## config.mk

```make
export PLATFORM = sky130hd
export DESIGN_NAME = ata_status_control_smart
export DESIGN_NICKNAME = d
export VERILOG_FILES = /design/src/hw/ata_pkg.sv /design/src/hw/smart_if.sv /design/src/hw/ata_status_control_smart.sv /design/src/hw/intr_ctrl.sv /design/src/hw/smart_decoder.sv
export SDC_FILE = /design/constraint.sdc
export NUM_CORES = 1
export LEC_CHECK = 0
export ABC_CLOCK_PERIOD_IN_PS = 2800
export BUFFER_PORTS_ARGS = -buffer_cell sky130_fd_sc_hd__buf_2
export CORE_ASPECT_RATIO = 2
export CORE_MARGIN = 10
export CORE_UTILIZATION = 49
export DETAILED_ROUTE_END_ITERATION = 8
export HOLD_SLACK_MARGIN = 0.15
export PLACE_DENSITY = 0.74
export SETUP_SLACK_MARGIN = 0.3
export SYNTH_ARGS = -nofsm -noshare
export SYNTH_HDL_FRONTEND = slang
export SYNTH_SLANG_ARGS = --single-unit
export TNS_END_PERCENT = 1
```

## constraint.sdc

```tcl
create_clock -name clock -period 2.8 [get_ports clock]
set_input_delay 0.14 -clock clock [delete_from_list [all_inputs] [get_ports clock]]
set_output_delay 0.14 -clock clock [all_outputs]
set_load 0.05 [all_outputs]
```

## src/hw/ata_pkg.sv

```systemverilog
package ata_pkg;

  // task-file offsets on the register port
  localparam logic [3:0] REG_ERR_FEAT   = 4'h1;
  localparam logic [3:0] REG_SEC_CNT    = 4'h2;
  localparam logic [3:0] REG_SEC_NUM    = 4'h3;
  localparam logic [3:0] REG_CYL_LO     = 4'h4;
  localparam logic [3:0] REG_CYL_HI     = 4'h5;
  localparam logic [3:0] REG_DRV_HEAD   = 4'h6;
  localparam logic [3:0] REG_STATUS_CMD = 4'h7;
  localparam logic [3:0] REG_ALT_DEVCTL = 4'he;
  localparam logic [3:0] REG_DRV_ADDR   = 4'hf;

  // status bit positions
  localparam int ST_BUSY  = 7;
  localparam int ST_READY = 6;
  localparam int ST_WF    = 5;
  localparam int ST_SEEK  = 4;
  localparam int ST_DRQ   = 3;
  localparam int ST_CORRECTED_DATA_FLAG  = 2;
  localparam int ST_INDEX = 1;
  localparam int ST_ERR   = 0;

  // device control bit positions
  localparam int DC_SOFT_RESET  = 2;
  localparam int DC_INT_DISABLE = 1;

  // drive address bit positions
  localparam int DA_WRITE_ACTIVE_N = 6;
  localparam int DA_HEAD_LSB       = 2;
  localparam int DA_DRV1_N         = 1;
  localparam int DA_DRV0_N         = 0;

  // drive/head layout
  localparam int DH_DRV      = 4;
  localparam int DH_HEAD_MSB = 3;

  // error register bit positions
  localparam int ERR_BAD_BLOCK   = 7;
  localparam int ERR_UNCORR      = 6;
  localparam int ERR_ID_MISSING  = 4;
  localparam int ERR_ABORTED     = 2;
  localparam int ERR_GENERAL     = 0;
  localparam logic [7:0] ERR_VALID_MASK = 8'hd5;

  // reset values
  localparam logic [7:0] DRV_HEAD_RESET = 8'ha0;
  localparam logic [7:0] TASK_RESET     = 8'h00;
  localparam logic [7:0] ERR_RESET      = 8'h00;

  // smart signature, autosave sector counts and smart command code
  localparam logic [7:0] SIG_CYL_LO      = 8'h4f;
  localparam logic [7:0] SIG_CYL_HI      = 8'hc2;
  localparam logic [7:0] AUTOSAVE_CNT_A  = 8'h00;
  localparam logic [7:0] AUTOSAVE_CNT_B  = 8'hf1;
  localparam logic [7:0] SMART_CMD_CODE  = 8'hb0;

  typedef enum logic [7:0] {
    SUB_READ_DATA   = 8'hd0,
    SUB_READ_THRESH = 8'hd1,
    SUB_AUTOSAVE    = 8'hd2,
    SUB_READ_LOG    = 8'hd5,
    SUB_WRITE_LOG   = 8'hd6,
    SUB_ENABLE      = 8'hd8,
    SUB_DISABLE     = 8'hd9,
    SUB_STATUS      = 8'hda
  } smart_sub_e;

  typedef enum logic [2:0] {
    ACT_NONE    = 3'b000,
    ACT_ENABLE  = 3'b001,
    ACT_DISABLE = 3'b010,
    ACT_NOOP    = 3'b011,
    ACT_FORWARD = 3'b100,
    ACT_ABORT   = 3'b101
  } smart_act_e;

endpackage

```

## src/hw/smart_if.sv

```systemverilog
interface smart_if;
  import ata_pkg::*;

  logic       req;
  logic [7:0] feature;
  logic [7:0] sec_cnt;
  logic [7:0] cyl_lo;
  logic [7:0] cyl_hi;
  logic       smart_on;
  smart_act_e act;

  modport requester (output req, output feature, output sec_cnt, output cyl_lo, output cyl_hi,
                     output smart_on, input act);
  modport decoder   (input req, input feature, input sec_cnt, input cyl_lo, input cyl_hi,
                     input smart_on, output act);
endinterface

```

## src/hw/ata_status_control_smart.sv

```systemverilog
// Behaviour
// [RQ1] status read clears pending interrupt; alternate status read returns same bits, no clear
// [RQ2] bit 7 busy: card owns registers, host writes refused, other bits invalid; device control writes are still accepted while busy
// [RQ3] ready reads 0 from power-up until the card accepts commands
// [RQ4] write fault flag set when a write fault occurred
// [RQ5] seek complete flag set whenever the card is ready
// [RQ6] data request flag set while card needs a data-register transfer
// [RQ7] corrected data flag on corrected error; multi-sector read continues
// [RQ8] index flag always reads zero
// [RQ9] error flag set when previous command failed; cause in error register
// [RQ10] soft reset request holds card in reset until cleared; config untouched
// [RQ11] interrupt disable high blocks interrupts and config int bit; 0 after reset
// [RQ12] device control bits 7..3 and 0 are ignored on writes
// [RQ13] drive address bit 6 reads 0 during a write, else 1
// [RQ14] drive address bits 5..2 are inverted drive/head bits 3..0
// [RQ15] bit 1 low when drive 1 selected, bit 0 when drive 0; bit 7 undefined
// [RQ16] host should avoid mapping drive address register or tri-state bit 7
// [RQ17] smart subcommands decoded from the feature register codes d0..da
// [RQ18] enable and disable need cylinder signature 4f and c2
// [RQ19] enable opens smart features, disable closes them
// [RQ20] smart enabled state is kept in nonvolatile storage
// [RQ21] autosave with count 00 or f1 and signature completes as no-op
// [RQ22] error register bits 7,6,4,2,0 report cause; bits 5,3,1 read zero
// [RQ23] drive/head bits 3..0 hold head number or block address bits 27..24
// [RQ24] bad signature or unknown subcommand ends with error and aborted bit
// [RQ25] interrupt raised at completion or data request, held until status read
module ata_status_control_smart
  import ata_pkg::*;
(
  // clock and reset
  input  wire logic       clock,
  input  wire logic       rst_n,
  // host register port
  input  wire logic [3:0] reg_addr,
  input  wire logic       reg_rd,
  input  wire logic       reg_wr,
  input  wire logic [7:0] reg_wdata,
  output logic      [7:0] reg_rdata_q,
  // card core status
  input  wire logic       core_busy,
  input  wire logic       core_ready,
  input  wire logic       core_write_fault,
  input  wire logic       core_data_request,
  input  wire logic       core_corrected,
  input  wire logic       core_write_active,
  input  wire logic       core_done,
  input  wire logic       core_error,
  input  wire logic [7:0] core_err_bits,
  input  wire logic       card_is_drive1,
  // commands to the card core
  output logic            cmd_strobe_q,
  output logic      [7:0] cmd_code_q,
  output logic      [7:0] cmd_feature_q,
  output logic      [7:0] drv_head_q,
  output logic            soft_reset_q,
  // nonvolatile smart state
  input  wire logic       smart_nv_value,
  output logic            smart_en_q,
  output logic            nv_write_q,
  // interrupt, also feeds the config register int bit
  output logic            int_request_q
);

  logic [7:0] feature_q, feature_d;
  logic [7:0] sec_cnt_q, sec_cnt_d;
  logic [7:0] sec_num_q, sec_num_d;
  logic [7:0] cyl_lo_q,  cyl_lo_d;
  logic [7:0] cyl_hi_q,  cyl_hi_d;
  logic [7:0] drv_head_d;
  logic [7:0] err_q,     err_d;
  logic       err_flag_q, err_flag_d;
  logic       int_disable_q, int_disable_d;
  logic       soft_reset_d;
  logic       smart_en_d;
  logic       nv_loaded_q, nv_loaded_d;
  logic       nv_write_d;
  logic       cmd_strobe_d;
  logic [7:0] cmd_code_d;
  logic [7:0] cmd_feature_d;
  logic       local_done_q, local_done_d;
  logic [7:0] reg_rdata_d;
  logic [7:0] status_byte;
  logic [7:0] drive_addr_byte;
  logic       busy;
  logic       ready;
  logic       host_owns;
  logic       cmd_write;
  logic       status_read;

  smart_if sm ();

  smart_decoder u_smart_decoder (
    .sm (sm.decoder)
  );

  intr_ctrl u_intr_ctrl (
    .clock         (clock),
    .rst_n         (rst_n),
    .done_evt      (local_done_q || core_done),
    .data_request_flag           (core_data_request),
    .status_read   (status_read),
    .soft_reset    (soft_reset_q),
    .int_disable   (int_disable_q),
    .int_request_q (int_request_q)
  );

  assign busy        = core_busy || soft_reset_q; // [RQ2] [RQ10]
  assign ready       = core_ready && !soft_reset_q; // [RQ3]
  assign host_owns   = !busy;
  assign cmd_write   = reg_wr && host_owns && (reg_addr == REG_STATUS_CMD);
  assign status_read = reg_rd && (reg_addr == REG_STATUS_CMD); // [RQ1]

  assign sm.req      = cmd_write && (reg_wdata == SMART_CMD_CODE);
  assign sm.feature  = feature_q;
  assign sm.sec_cnt  = sec_cnt_q;
  assign sm.cyl_lo   = cyl_lo_q;
  assign sm.cyl_hi   = cyl_hi_q;
  assign sm.smart_on = smart_en_q;

  always_comb begin
    status_byte           = 8'h00;
    status_byte[ST_BUSY]  = busy; // [RQ2]
    status_byte[ST_READY] = ready; // [RQ3]
    status_byte[ST_WF]    = core_write_fault; // [RQ4]
    status_byte[ST_SEEK]  = ready; // [RQ5]
    status_byte[ST_DRQ]   = core_data_request; // [RQ6]
    status_byte[ST_CORRECTED_DATA_FLAG]  = core_corrected; // [RQ7]
    status_byte[ST_INDEX] = 1'b0; // [RQ8]
    status_byte[ST_ERR]   = err_flag_q; // [RQ9]
  end

  always_comb begin
    // bit 7 left low; host side keeps it off the shared bus
    drive_addr_byte                    = 8'h00; // [RQ15] [RQ16]
    drive_addr_byte[DA_WRITE_ACTIVE_N] = !core_write_active; // [RQ13]
    drive_addr_byte[DA_HEAD_LSB +: 4]  = ~drv_head_q[DH_HEAD_MSB:0]; // [RQ14]
    drive_addr_byte[DA_DRV1_N]         = !(drv_head_q[DH_DRV] && card_is_drive1); // [RQ15]
    drive_addr_byte[DA_DRV0_N]         = !(!drv_head_q[DH_DRV] && !card_is_drive1); // [RQ15]
  end

  // register reads
  always_comb begin
    reg_rdata_d = reg_rdata_q;
    if (reg_rd) begin
      case (reg_addr)
        REG_ERR_FEAT:   reg_rdata_d = err_q & ERR_VALID_MASK; // [RQ22]
        REG_SEC_CNT:    reg_rdata_d = sec_cnt_q;
        REG_SEC_NUM:    reg_rdata_d = sec_num_q;
        REG_CYL_LO:     reg_rdata_d = cyl_lo_q;
        REG_CYL_HI:     reg_rdata_d = cyl_hi_q;
        REG_DRV_HEAD:   reg_rdata_d = drv_head_q;
        REG_STATUS_CMD: reg_rdata_d = status_byte; // [RQ1]
        REG_ALT_DEVCTL: reg_rdata_d = status_byte; // [RQ1]
        REG_DRV_ADDR:   reg_rdata_d = drive_addr_byte;
        default:        reg_rdata_d = 8'h00;
      endcase
    end
  end

  // device control: reachable even while busy so soft reset can be released
  always_comb begin
    soft_reset_d  = soft_reset_q;
    int_disable_d = int_disable_q;
    if (reg_wr && reg_addr == REG_ALT_DEVCTL) begin
      soft_reset_d  = reg_wdata[DC_SOFT_RESET]; // [RQ10] [RQ12]
      int_disable_d = reg_wdata[DC_INT_DISABLE]; // [RQ11] [RQ12]
    end
  end

  // task file, command launch and error capture
  always_comb begin
    feature_d     = feature_q;
    sec_cnt_d     = sec_cnt_q;
    sec_num_d     = sec_num_q;
    cyl_lo_d      = cyl_lo_q;
    cyl_hi_d      = cyl_hi_q;
    drv_head_d    = drv_head_q;
    err_d         = err_q;
    err_flag_d    = err_flag_q;
    cmd_strobe_d  = 1'b0;
    cmd_code_d    = cmd_code_q;
    cmd_feature_d = cmd_feature_q;
    local_done_d  = 1'b0;
    if (reg_wr && host_owns) begin // [RQ2]
      case (reg_addr)
        REG_ERR_FEAT: feature_d  = reg_wdata;
        REG_SEC_CNT:  sec_cnt_d  = reg_wdata;
        REG_SEC_NUM:  sec_num_d  = reg_wdata;
        REG_CYL_LO:   cyl_lo_d   = reg_wdata;
        REG_CYL_HI:   cyl_hi_d   = reg_wdata;
        REG_DRV_HEAD: drv_head_d = reg_wdata; // [RQ23]
        default:      drv_head_d = drv_head_q;
      endcase
    end
    if (core_done) begin
      err_flag_d = core_error; // [RQ9]
      err_d      = core_error ? (core_err_bits & ERR_VALID_MASK) : ERR_RESET; // [RQ22]
    end
    if (cmd_write) begin
      err_flag_d    = 1'b0;
      err_d         = ERR_RESET;
      cmd_code_d    = reg_wdata;
      cmd_feature_d = feature_q;
      case (sm.act)
        ACT_ENABLE, ACT_DISABLE, ACT_NOOP:
          local_done_d = 1'b1;
        ACT_ABORT: begin
          local_done_d          = 1'b1;
          err_flag_d            = 1'b1; // [RQ24]
          err_d[ERR_ABORTED]    = 1'b1; // [RQ24]
        end
        default:
          cmd_strobe_d = 1'b1;
      endcase
    end
    if (soft_reset_q) begin
      // config registers live elsewhere and are not touched here
      feature_d    = TASK_RESET; // [RQ10]
      sec_cnt_d    = TASK_RESET;
      sec_num_d    = TASK_RESET;
      cyl_lo_d     = TASK_RESET;
      cyl_hi_d     = TASK_RESET;
      drv_head_d   = DRV_HEAD_RESET;
      err_d        = ERR_RESET;
      err_flag_d   = 1'b0;
      cmd_strobe_d = 1'b0;
      local_done_d = 1'b0;
    end
  end

  // smart state: loaded from storage once, written back on every change
  always_comb begin
    smart_en_d  = smart_en_q;
    nv_loaded_d = 1'b1;
    nv_write_d  = 1'b0;
    if (!nv_loaded_q) begin
      smart_en_d = smart_nv_value; // [RQ20]
    end else if (cmd_write && !soft_reset_q) begin
      if (sm.act == ACT_ENABLE) begin
        smart_en_d = 1'b1; // [RQ19]
        nv_write_d = 1'b1; // [RQ20]
      end else if (sm.act == ACT_DISABLE) begin
        smart_en_d = 1'b0; // [RQ19]
        nv_write_d = 1'b1; // [RQ20]
      end
    end
  end

  always_ff @(posedge clock or negedge rst_n) begin
    if (!rst_n) begin
      feature_q     <= TASK_RESET;
      sec_cnt_q     <= TASK_RESET;
      sec_num_q     <= TASK_RESET;
      cyl_lo_q      <= TASK_RESET;
      cyl_hi_q      <= TASK_RESET;
      drv_head_q    <= DRV_HEAD_RESET;
      err_q         <= ERR_RESET;
      err_flag_q    <= 1'b0;
      int_disable_q <= 1'b0; // [RQ11]
      soft_reset_q  <= 1'b0;
      smart_en_q    <= 1'b0;
      nv_loaded_q   <= 1'b0;
      nv_write_q    <= 1'b0;
      cmd_strobe_q  <= 1'b0;
      cmd_code_q    <= 8'h00;
      cmd_feature_q <= 8'h00;
      local_done_q  <= 1'b0;
      reg_rdata_q   <= 8'h00;
    end else begin
      feature_q     <= feature_d;
      sec_cnt_q     <= sec_cnt_d;
      sec_num_q     <= sec_num_d;
      cyl_lo_q      <= cyl_lo_d;
      cyl_hi_q      <= cyl_hi_d;
      drv_head_q    <= drv_head_d;
      err_q         <= err_d;
      err_flag_q    <= err_flag_d;
      int_disable_q <= int_disable_d;
      soft_reset_q  <= soft_reset_d;
      smart_en_q    <= smart_en_d;
      nv_loaded_q   <= nv_loaded_d;
      nv_write_q    <= nv_write_d;
      cmd_strobe_q  <= cmd_strobe_d;
      cmd_code_q    <= cmd_code_d;
      cmd_feature_q <= cmd_feature_d;
      local_done_q  <= local_done_d;
      reg_rdata_q   <= reg_rdata_d;
    end
  end

endmodule

```

## src/hw/intr_ctrl.sv

```systemverilog
module intr_ctrl (
  // clock and reset
  input  wire logic clock,
  input  wire logic rst_n,
  // events
  input  wire logic done_evt,
  input  wire logic data_request_flag,
  input  wire logic status_read,
  input  wire logic soft_reset,
  input  wire logic int_disable,
  // request
  output logic      int_request_q
);

  logic pending_q;
  logic pending_d;
  logic drq_prev_q;
  logic drq_prev_d;
  logic int_request_d;

  always_comb begin
    drq_prev_d = data_request_flag;
    // a new event in the clearing cycle still wins
    if (done_evt || (data_request_flag && !drq_prev_q)) begin
      pending_d = 1'b1; // [RQ25]
    end else if (status_read || soft_reset) begin
      pending_d = 1'b0; // [RQ1]
    end else begin
      pending_d = pending_q;
    end
    int_request_d = pending_d && !int_disable; // [RQ11]
  end

  always_ff @(posedge clock or negedge rst_n) begin
    if (!rst_n) begin
      pending_q     <= 1'b0;
      drq_prev_q    <= 1'b0;
      int_request_q <= 1'b0;
    end else begin
      pending_q     <= pending_d;
      drq_prev_q    <= drq_prev_d;
      int_request_q <= int_request_d;
    end
  end

endmodule

```

## src/hw/smart_decoder.sv

```systemverilog
module smart_decoder
  import ata_pkg::*;
(
  // request from the task file, verdict back
  smart_if.decoder sm
);

  function automatic logic sig_ok(input logic [7:0] lo, input logic [7:0] hi);
    sig_ok = (lo == SIG_CYL_LO) && (hi == SIG_CYL_HI);
  endfunction

  always_comb begin
    sm.act = ACT_NONE;
    if (sm.req) begin
      case (sm.feature)
        SUB_ENABLE:
          sm.act = sig_ok(sm.cyl_lo, sm.cyl_hi) ? ACT_ENABLE : ACT_ABORT; // [RQ17] [RQ18] [RQ24]
        SUB_DISABLE:
          sm.act = sig_ok(sm.cyl_lo, sm.cyl_hi) ? ACT_DISABLE : ACT_ABORT; // [RQ18] [RQ24]
        SUB_AUTOSAVE: begin
          // attributes are always current, so a valid autosave does nothing
          if (sig_ok(sm.cyl_lo, sm.cyl_hi) &&
              (sm.sec_cnt == AUTOSAVE_CNT_A || sm.sec_cnt == AUTOSAVE_CNT_B)) begin
            sm.act = ACT_NOOP; // [RQ21]
          end else begin
            sm.act = ACT_ABORT; // [RQ24]
          end
        end
        SUB_READ_DATA, SUB_READ_THRESH, SUB_READ_LOG, SUB_WRITE_LOG, SUB_STATUS:
          sm.act = (sig_ok(sm.cyl_lo, sm.cyl_hi) && sm.smart_on) ? ACT_FORWARD : ACT_ABORT; // [RQ17] [RQ19]
        default:
          sm.act = ACT_ABORT; // [RQ24]
      endcase
    end
  end

endmodule

```

After elaboration in Yosys (flattened, before gate mapping):

Cells that the tools add are included.

* input bits: 34
* output and inout bits: 37
* bits in registers: 91
* logic and storage cells: 145

* eq/ne operators: 27
* bitwise gates (word level): 1
* reductions and logical operators: 47
* mux-type cells: 49

Operators by type and width (count)
* 8-bit two-way mux: 22
* 8-bit equality test, second input constant: 11
* 8-bit case mux with 8 select lines: 1
* 1-bit two-way mux: 21
* 4-bit by 3-bit equality test with 1-bit output, second input constant: 4
* 1-bit logical AND: 14
* 2-bit AND reduction: 7
* 2-bit nonzero test: 7
* 3-bit two-way mux: 4
* 3-bit case mux with 4 select lines: 1
* 1-bit logical NOT: 9
* 4-bit by 2-bit equality test with 1-bit output, second input constant: 2
* 4-bit equality test, second input constant: 2
* 8-bit by 7-bit equality test with 1-bit output, second input constant: 1
* 8-bit logical NOT: 1
* 3-bit by 2-bit equality test with 1-bit output, second input constant: 2
* 1-bit logical OR: 5
* 5-bit OR reduction: 1
* 4-bit by 1-bit equality test with 1-bit output, second input constant: 1
* 4-bit NOT: 1
* 4-bit OR reduction: 1
* 3-bit by 1-bit equality test with 1-bit output, second input constant: 1
* 3-bit equality test, second input constant: 1
* 3-bit by 1-bit inequality test with 1-bit output, second input constant: 1
* 3 further kinds: 3

Longest topological paths before layout:

* word-level depth: 11
* depth in mapped cells: 8
* mapped depth without buffers: 6

Modules after synthesis:

Synthesis repeated with hierarchy kept, for this count alone.

* cells, all modules: 451
* area, all modules: 4644.5 µm²

By module, submodules not included
* ata_status_control_smart: sequential area each 2129.5 µm², area each 4321.6 µm², times used 1, cells an instance 413
* smart_decoder: sequential area each 0.0 µm², area each 217.7 µm², times used 1, cells an instance 30
* intr_ctrl: sequential area each 75.1 µm², area each 105.1 µm², times used 1, cells an instance 8

Worst setup path after synthesis:

Ideal clock, no wire load.

* path type: register to register
* start: register soft_reset_q
* end: register smart_en_q
* path slack: 0.528 ns
* arrival: 2.191 ns
* path buffers: 2
* cell stages (with the launch flop): 9
* setup time: 0.081 ns
* data required time: 2.719 ns
* clock period less this slack: 2.272 ns
* cell sequence: dfrtp_1 -> buf_2 -> nor3b_2 -> and2_4 -> buf_6 -> and3_4 -> and4bb_4 -> or4b_4 -> a31oi_2

* cells in the longest elaborated chain, start to end: 10
* elaborated cells on any way between the ends: 16
* those cells by class: eq/ne (4); mux (4); reduce/logical (8)

Ends and longest elaborated chain
* start, declared: RTL line ata_status_control_smart.sv:55 `output logic soft_reset_q,`
* start signal, assigned: RTL line ata_status_control_smart.sv:279 `soft_reset_q <= soft_reset_d;`
* 1-bit logical OR: RTL line ata_status_control_smart.sv:107 `assign busy = core_busy || soft_reset_q;`
* 1-bit logical NOT: RTL line ata_status_control_smart.sv:109 `assign host_owns = !busy;`
* 1-bit logical AND (2 in series): RTL line ata_status_control_smart.sv:110 `assign cmd_write = reg_wr && host_owns && (reg_addr == REG_STATUS_CMD);`
* 1-bit logical AND: RTL line ata_status_control_smart.sv:113 `assign sm.req = cmd_write && (reg_wdata == SMART_CMD_CODE);`
* 3-bit two-way mux: RTL line smart_decoder.sv:14 `if (sm.req) begin`
* 3-bit by 1-bit equality test with 1-bit output: RTL line ata_status_control_smart.sv:239 `if (sm.act == ACT_ENABLE) begin`
* 1-bit two-way mux: RTL line ata_status_control_smart.sv:239
* 1-bit two-way mux: RTL line ata_status_control_smart.sv:238 `end else if (cmd_write && !soft_reset_q) begin`
* 1-bit two-way mux: RTL line ata_status_control_smart.sv:236 `if (!nv_loaded_q) begin`
* end signal, assigned: RTL line ata_status_control_smart.sv:280 `smart_en_q <= smart_en_d;`
* end, declared: RTL line ata_status_control_smart.sv:58 `output logic smart_en_q,`

Several ways; a longest one is shown, not always the timed one. The select of a mux whose other input is x is not followed.
A chain may end at the register's enable or synchronous reset.

Final worst setup path:

* start: register sec_cnt_q[6]
* end: register smart_en_q

* cells in the longest elaborated chain, start to end: 10
* elaborated cells on any way between the ends: 14
* those cells by class: eq/ne (4); mux (6); reduce/logical (4)

Ends and longest elaborated chain
* start, declared: RTL line ata_status_control_smart.sv:65 `logic [7:0] sec_cnt_q, sec_cnt_d;`
* start signal, assigned: RTL line ata_status_control_smart.sv:271 `sec_cnt_q <= sec_cnt_d;`
* 8-bit equality test / 8-bit logical NOT (equally long branches): RTL line smart_decoder.sv:23 `(sm.sec_cnt == AUTOSAVE_CNT_A || sm.sec_cnt == AUTOSAVE_CNT_B)) begin`
* 1-bit logical OR *: RTL line smart_decoder.sv:23
* 1-bit logical AND *: RTL line smart_decoder.sv:22 `if (sig_ok(sm.cyl_lo, sm.cyl_hi) &&`
* 3-bit two-way mux *: RTL line smart_decoder.sv:22
* 3-bit case mux with 4 select lines *: RTL line smart_decoder.sv:15 `case (sm.feature)`
* 3-bit two-way mux *: RTL line smart_decoder.sv:14
* 3-bit by 1-bit equality test with 1-bit output: RTL line ata_status_control_smart.sv:239
* 1-bit two-way mux: RTL line ata_status_control_smart.sv:239
* 1-bit two-way mux: RTL line ata_status_control_smart.sv:238
* 1-bit two-way mux: RTL line ata_status_control_smart.sv:236

Mark *: on every way between the ends. The rest lies on a longest branch, timed or not. The select of a mux whose other input is x is not followed.

==> out/summary.txt <==
Hold slack final -> 0.157 ns
Worst-path clk slew -> 0.06 ns
First-pass GRT wire length -> 19.6 mm
RSZ-0062 raised after global routing -> false
Placer Congestion -> 0.904
Via count -> 3639
Netlist Area Pre-Place -> 0.00421 mm2
HP Start -> reg_wdata[7]
DP Worst Slack -> 0.664 ns
Cells after Synth -> 435
Layout Cells excl Fill -> 604
PostCTS Resize Cnt -> 0
CP startpoint -> sec_cnt_q[6]
Critical Path Fanout Max -> 4
Crit end category -> flip-flop
Antenna Nets Post-Route -> 0
Final Instance Area -> 0.00506 mm2
Initial antenna violation count -> 0
PwrDens -> 662 mW/mm2
Fin crit period -> 2.20 ns
Pin count of the biggest net entering global routing -> 89
Synth Register Bits -> 88
Htree depth -> 3
Post-CTS Setup Inserts -> 0
R2r startpoint -> sec_cnt_q[6]
Root Buffer -> clkbuf_16
Reg-to-reg endpoint -> smart_en_q
EDFF count, synth -> 0
Nets -> 535
# DRC -> 0
Top-level I/O count -> 71
Post-synthesis mux area share -> 7.42%
Worst setup margin -> 0.598 ns
HPWL after detailed placement -> 8.44 mm
Adder-Cell Fraction of Synth Area -> 0%
Setup Crit Path Kind -> reg2reg
Largest family of logic cells by synthesized area -> simple AND/OR/NAND/NOR gates
Hold Path Class -> in2reg
Worst reg-to-reg path cell count -> 6
Die area -> 0.0129 mm2
VDD IR-drop max -> 431 uV
Fmax -> 454 MHz
Clk_lat worst skew -> 0.34 ns
Placed cell area -> 0.00459 mm2
Synth top area share -> 51.1%
Main synth FF type -> dfrtp_1
Area delta synth->final -> 20.1%
Cell taking the most area after synthesis -> dfrtp_1
Post-Synth Simple-Gate Area -> 21.0%
Worst Setup Start Kind -> flip-flop
Status -> completed
Slew margin rel. -> 26.1%
DRT Pass-1 Iters -> 6
Setup TNS Final -> 0 ns
Overflow after GRT -> 0
Clock Skew -> 0.00763 ns
Dpl cells -> 574
Layout cells sized above 1 -> 23.7%
Y dimension of the die -> 151 um
Hold depth -> 3
Hold Vio Cnt, Final -> 0
Final slew viol count -> 0
Final Routed Wirelength -> 12.2 mm
CTS Buffer Depth -> 2
Period utilization -> 78.6%
Site Rows -> 47
Starting density of the core -> 50.5%
Mapped Nets -> 469
Top area cells in the synthesized netlist -> dfrtp_1 51%, a21oi_1 6.2%, nand3_1 5.3%
Vias in the first global route -> 3700
Antenna diodes -> 0
Post-Synth XOR/XNOR Area -> 0.416%
Slew @ Worst Pin -> 1.11 ns
Mean Syn Cell Area -> 9.69 um2
Maxcap violations -> 0
Yosys warnings -> 0
PortBufs -> 67
Register-to-register setup slack -> 0.60 ns
Hold EP -> cyl_hi_q[7]
Core area -> 0.00835 mm2
Sink Count -> 88
Critical path arrival -> 2.46 ns
DRT iter0 DRCs -> 512
Sequential area share after synthesis -> 52.3%
CTS Buf Count -> 9
Count of different cell masters after synthesis -> 51
Leak Pwr -> 2.32 nW
Synth Area in Compound Gates -> 14.3%
GRT Total Usage -> 19.1%
CTS tree -> built
Die width -> 85.6 um
Critical Path RT -> 3.06 ns
Vias per Instance -> 6.02
Final setup fails -> 0
Routed length per instance -> 20.1 um
CTS hold repair buffers -> 14
FFs w/ async S/R, synth -> 100%
[cells by family after synthesis]
family,after synthesis
buffers and inverters,44
multiplexers,29
AO/OA/AOI/OAI,97
other,1
XOR/XNOR,2
AND/OR/NAND/NOR,174
flip-flops,88
[critical path: stages, from the launching register on]
cell	delay, ns
dfrtp_1	0.43
or4_1	0.56
mux2i_1	0.20
nand3_1	0.10
o21ai_0	0.13
or4b_4	0.52
a31oi_2	0.18
[cells in the mapped netlist (3+ instances only)]
cell	instances
a21oi_1	52
a222oi_1	4
a22oi_1	10
and3_1	6
and4b_1	3
buf_2	4
clkbuf_1	26
dfrtp_1	86
inv_1	11
mux2_2	18
mux2i_1	11
nand2_1	52
nand2b_1	10
nand3_1	45
nand4_1	3
nor2_1	26
nor2b_1	5
nor3_1	7
o21ai_0	4
o22ai_1	8
or2_2	3
[metrics by stage]
| stage | util [%] | total power [mW] |
|---|---|---|
| after floorplan | - | 1.84 |
| after global placement | 55.0 | 2.02 |
| after detailed placement | 55.0 | 2.03 |
| after CTS | 60.6 | 3.37 |
| after global routing | 60.6 | 3.46 |
| final | 60.6 | 3.35 |
[registers in the layout, indices dropped and copies added, names as in the netlist]
name                       cells
feature_q                      8
drv_head_q                     8
err_q                          5
sec_cnt_q                      8
cyl_hi_q                       8
local_done_q                   1
soft_reset_q                   1
sec_num_q                      8
cmd_code_q                     8
nv_write_q                     1
u_intr_ctrl.int_request_q      1
u_intr_ctrl.pending_q          1
int_disable_q                  1
smart_en_q                     1
cyl_lo_q                       8
nv_loaded_q                    1
err_flag_q                     1
u_intr_ctrl.drq_prev_q         1
reg_rdata_q                    8
cmd_feature_q                  8
cmd_strobe_q                   1
[power by group]
group	switching, mW	total, mW	internal, mW
combinational	0.424	0.588	0.165
clock	0.496	1.33	0.832
sequential	0.0688	1.43	1.36
total	0.989	3.35	2.36
[layer usage]
layer / global-route usage, % / share of wire (%) / vias up
li1: - / - / 1677
met1: 21.2 / 36 / 1748
met2: 31.9 / 52 / 181
met3: 5.59 / 7.5 / 33
met4: 10.6 / 4.3 / 0
met5: 0 / 0 / -
[layout by cell type, fill, tap and decap left out, types with 3 or more instances in the layout]
| cell type | n |
|---|---|
| a21oi_1 | 52 |
| a222oi_1 | 4 |
| a22oi_1 | 10 |
| and3_1 | 6 |
| and4b_1 | 3 |
| buf_2 | 66 |
| buf_4 | 8 |
| clkbuf_16 | 9 |
| dfrtp_1 | 86 |
| dlygate4sd3_1 | 14 |
| inv_1 | 11 |
| mux2_2 | 18 |
| mux2i_1 | 11 |
| nand2_1 | 52 |
| nand2b_1 | 10 |
| nand3_1 | 45 |
| nand4_1 | 3 |
| nor2_1 | 26 |
| nor2b_1 | 5 |
| nor3_1 | 7 |
| o21ai_0 | 4 |
| o22ai_1 | 8 |
| or2_2 | 3 |
[worst max path at each step]
| stage | cells past startpoint | slack, ns | end |
|---|---|---|---|
| floorplan | 8 | 0.53 | smart_en_q |
| global placement | 6 | 0.71 | smart_en_q |
| detailed placement | 6 | 0.66 | smart_en_q |
| CTS | 6 | 0.63 | smart_en_q |
| global route | 6 | 0.48 | smart_en_q |
| finish | 6 | 0.60 | smart_en_q |
[layout make-up]
| class | instances | area [um2] |
|---|---|---|
| clock inverters | 4 | 76.3 |
| flip-flops and latches | 88 | 2200 |
| inverters | 11 | 41.3 |
| fillers | 700 | 3290 |
| multi-input cells | 303 | 1830 |
| well taps | 98 | 123 |
| clock buffers | 12 | 256 |
| repair buffers | 88 | 531 |
Power figures use the tool's default switching activity.
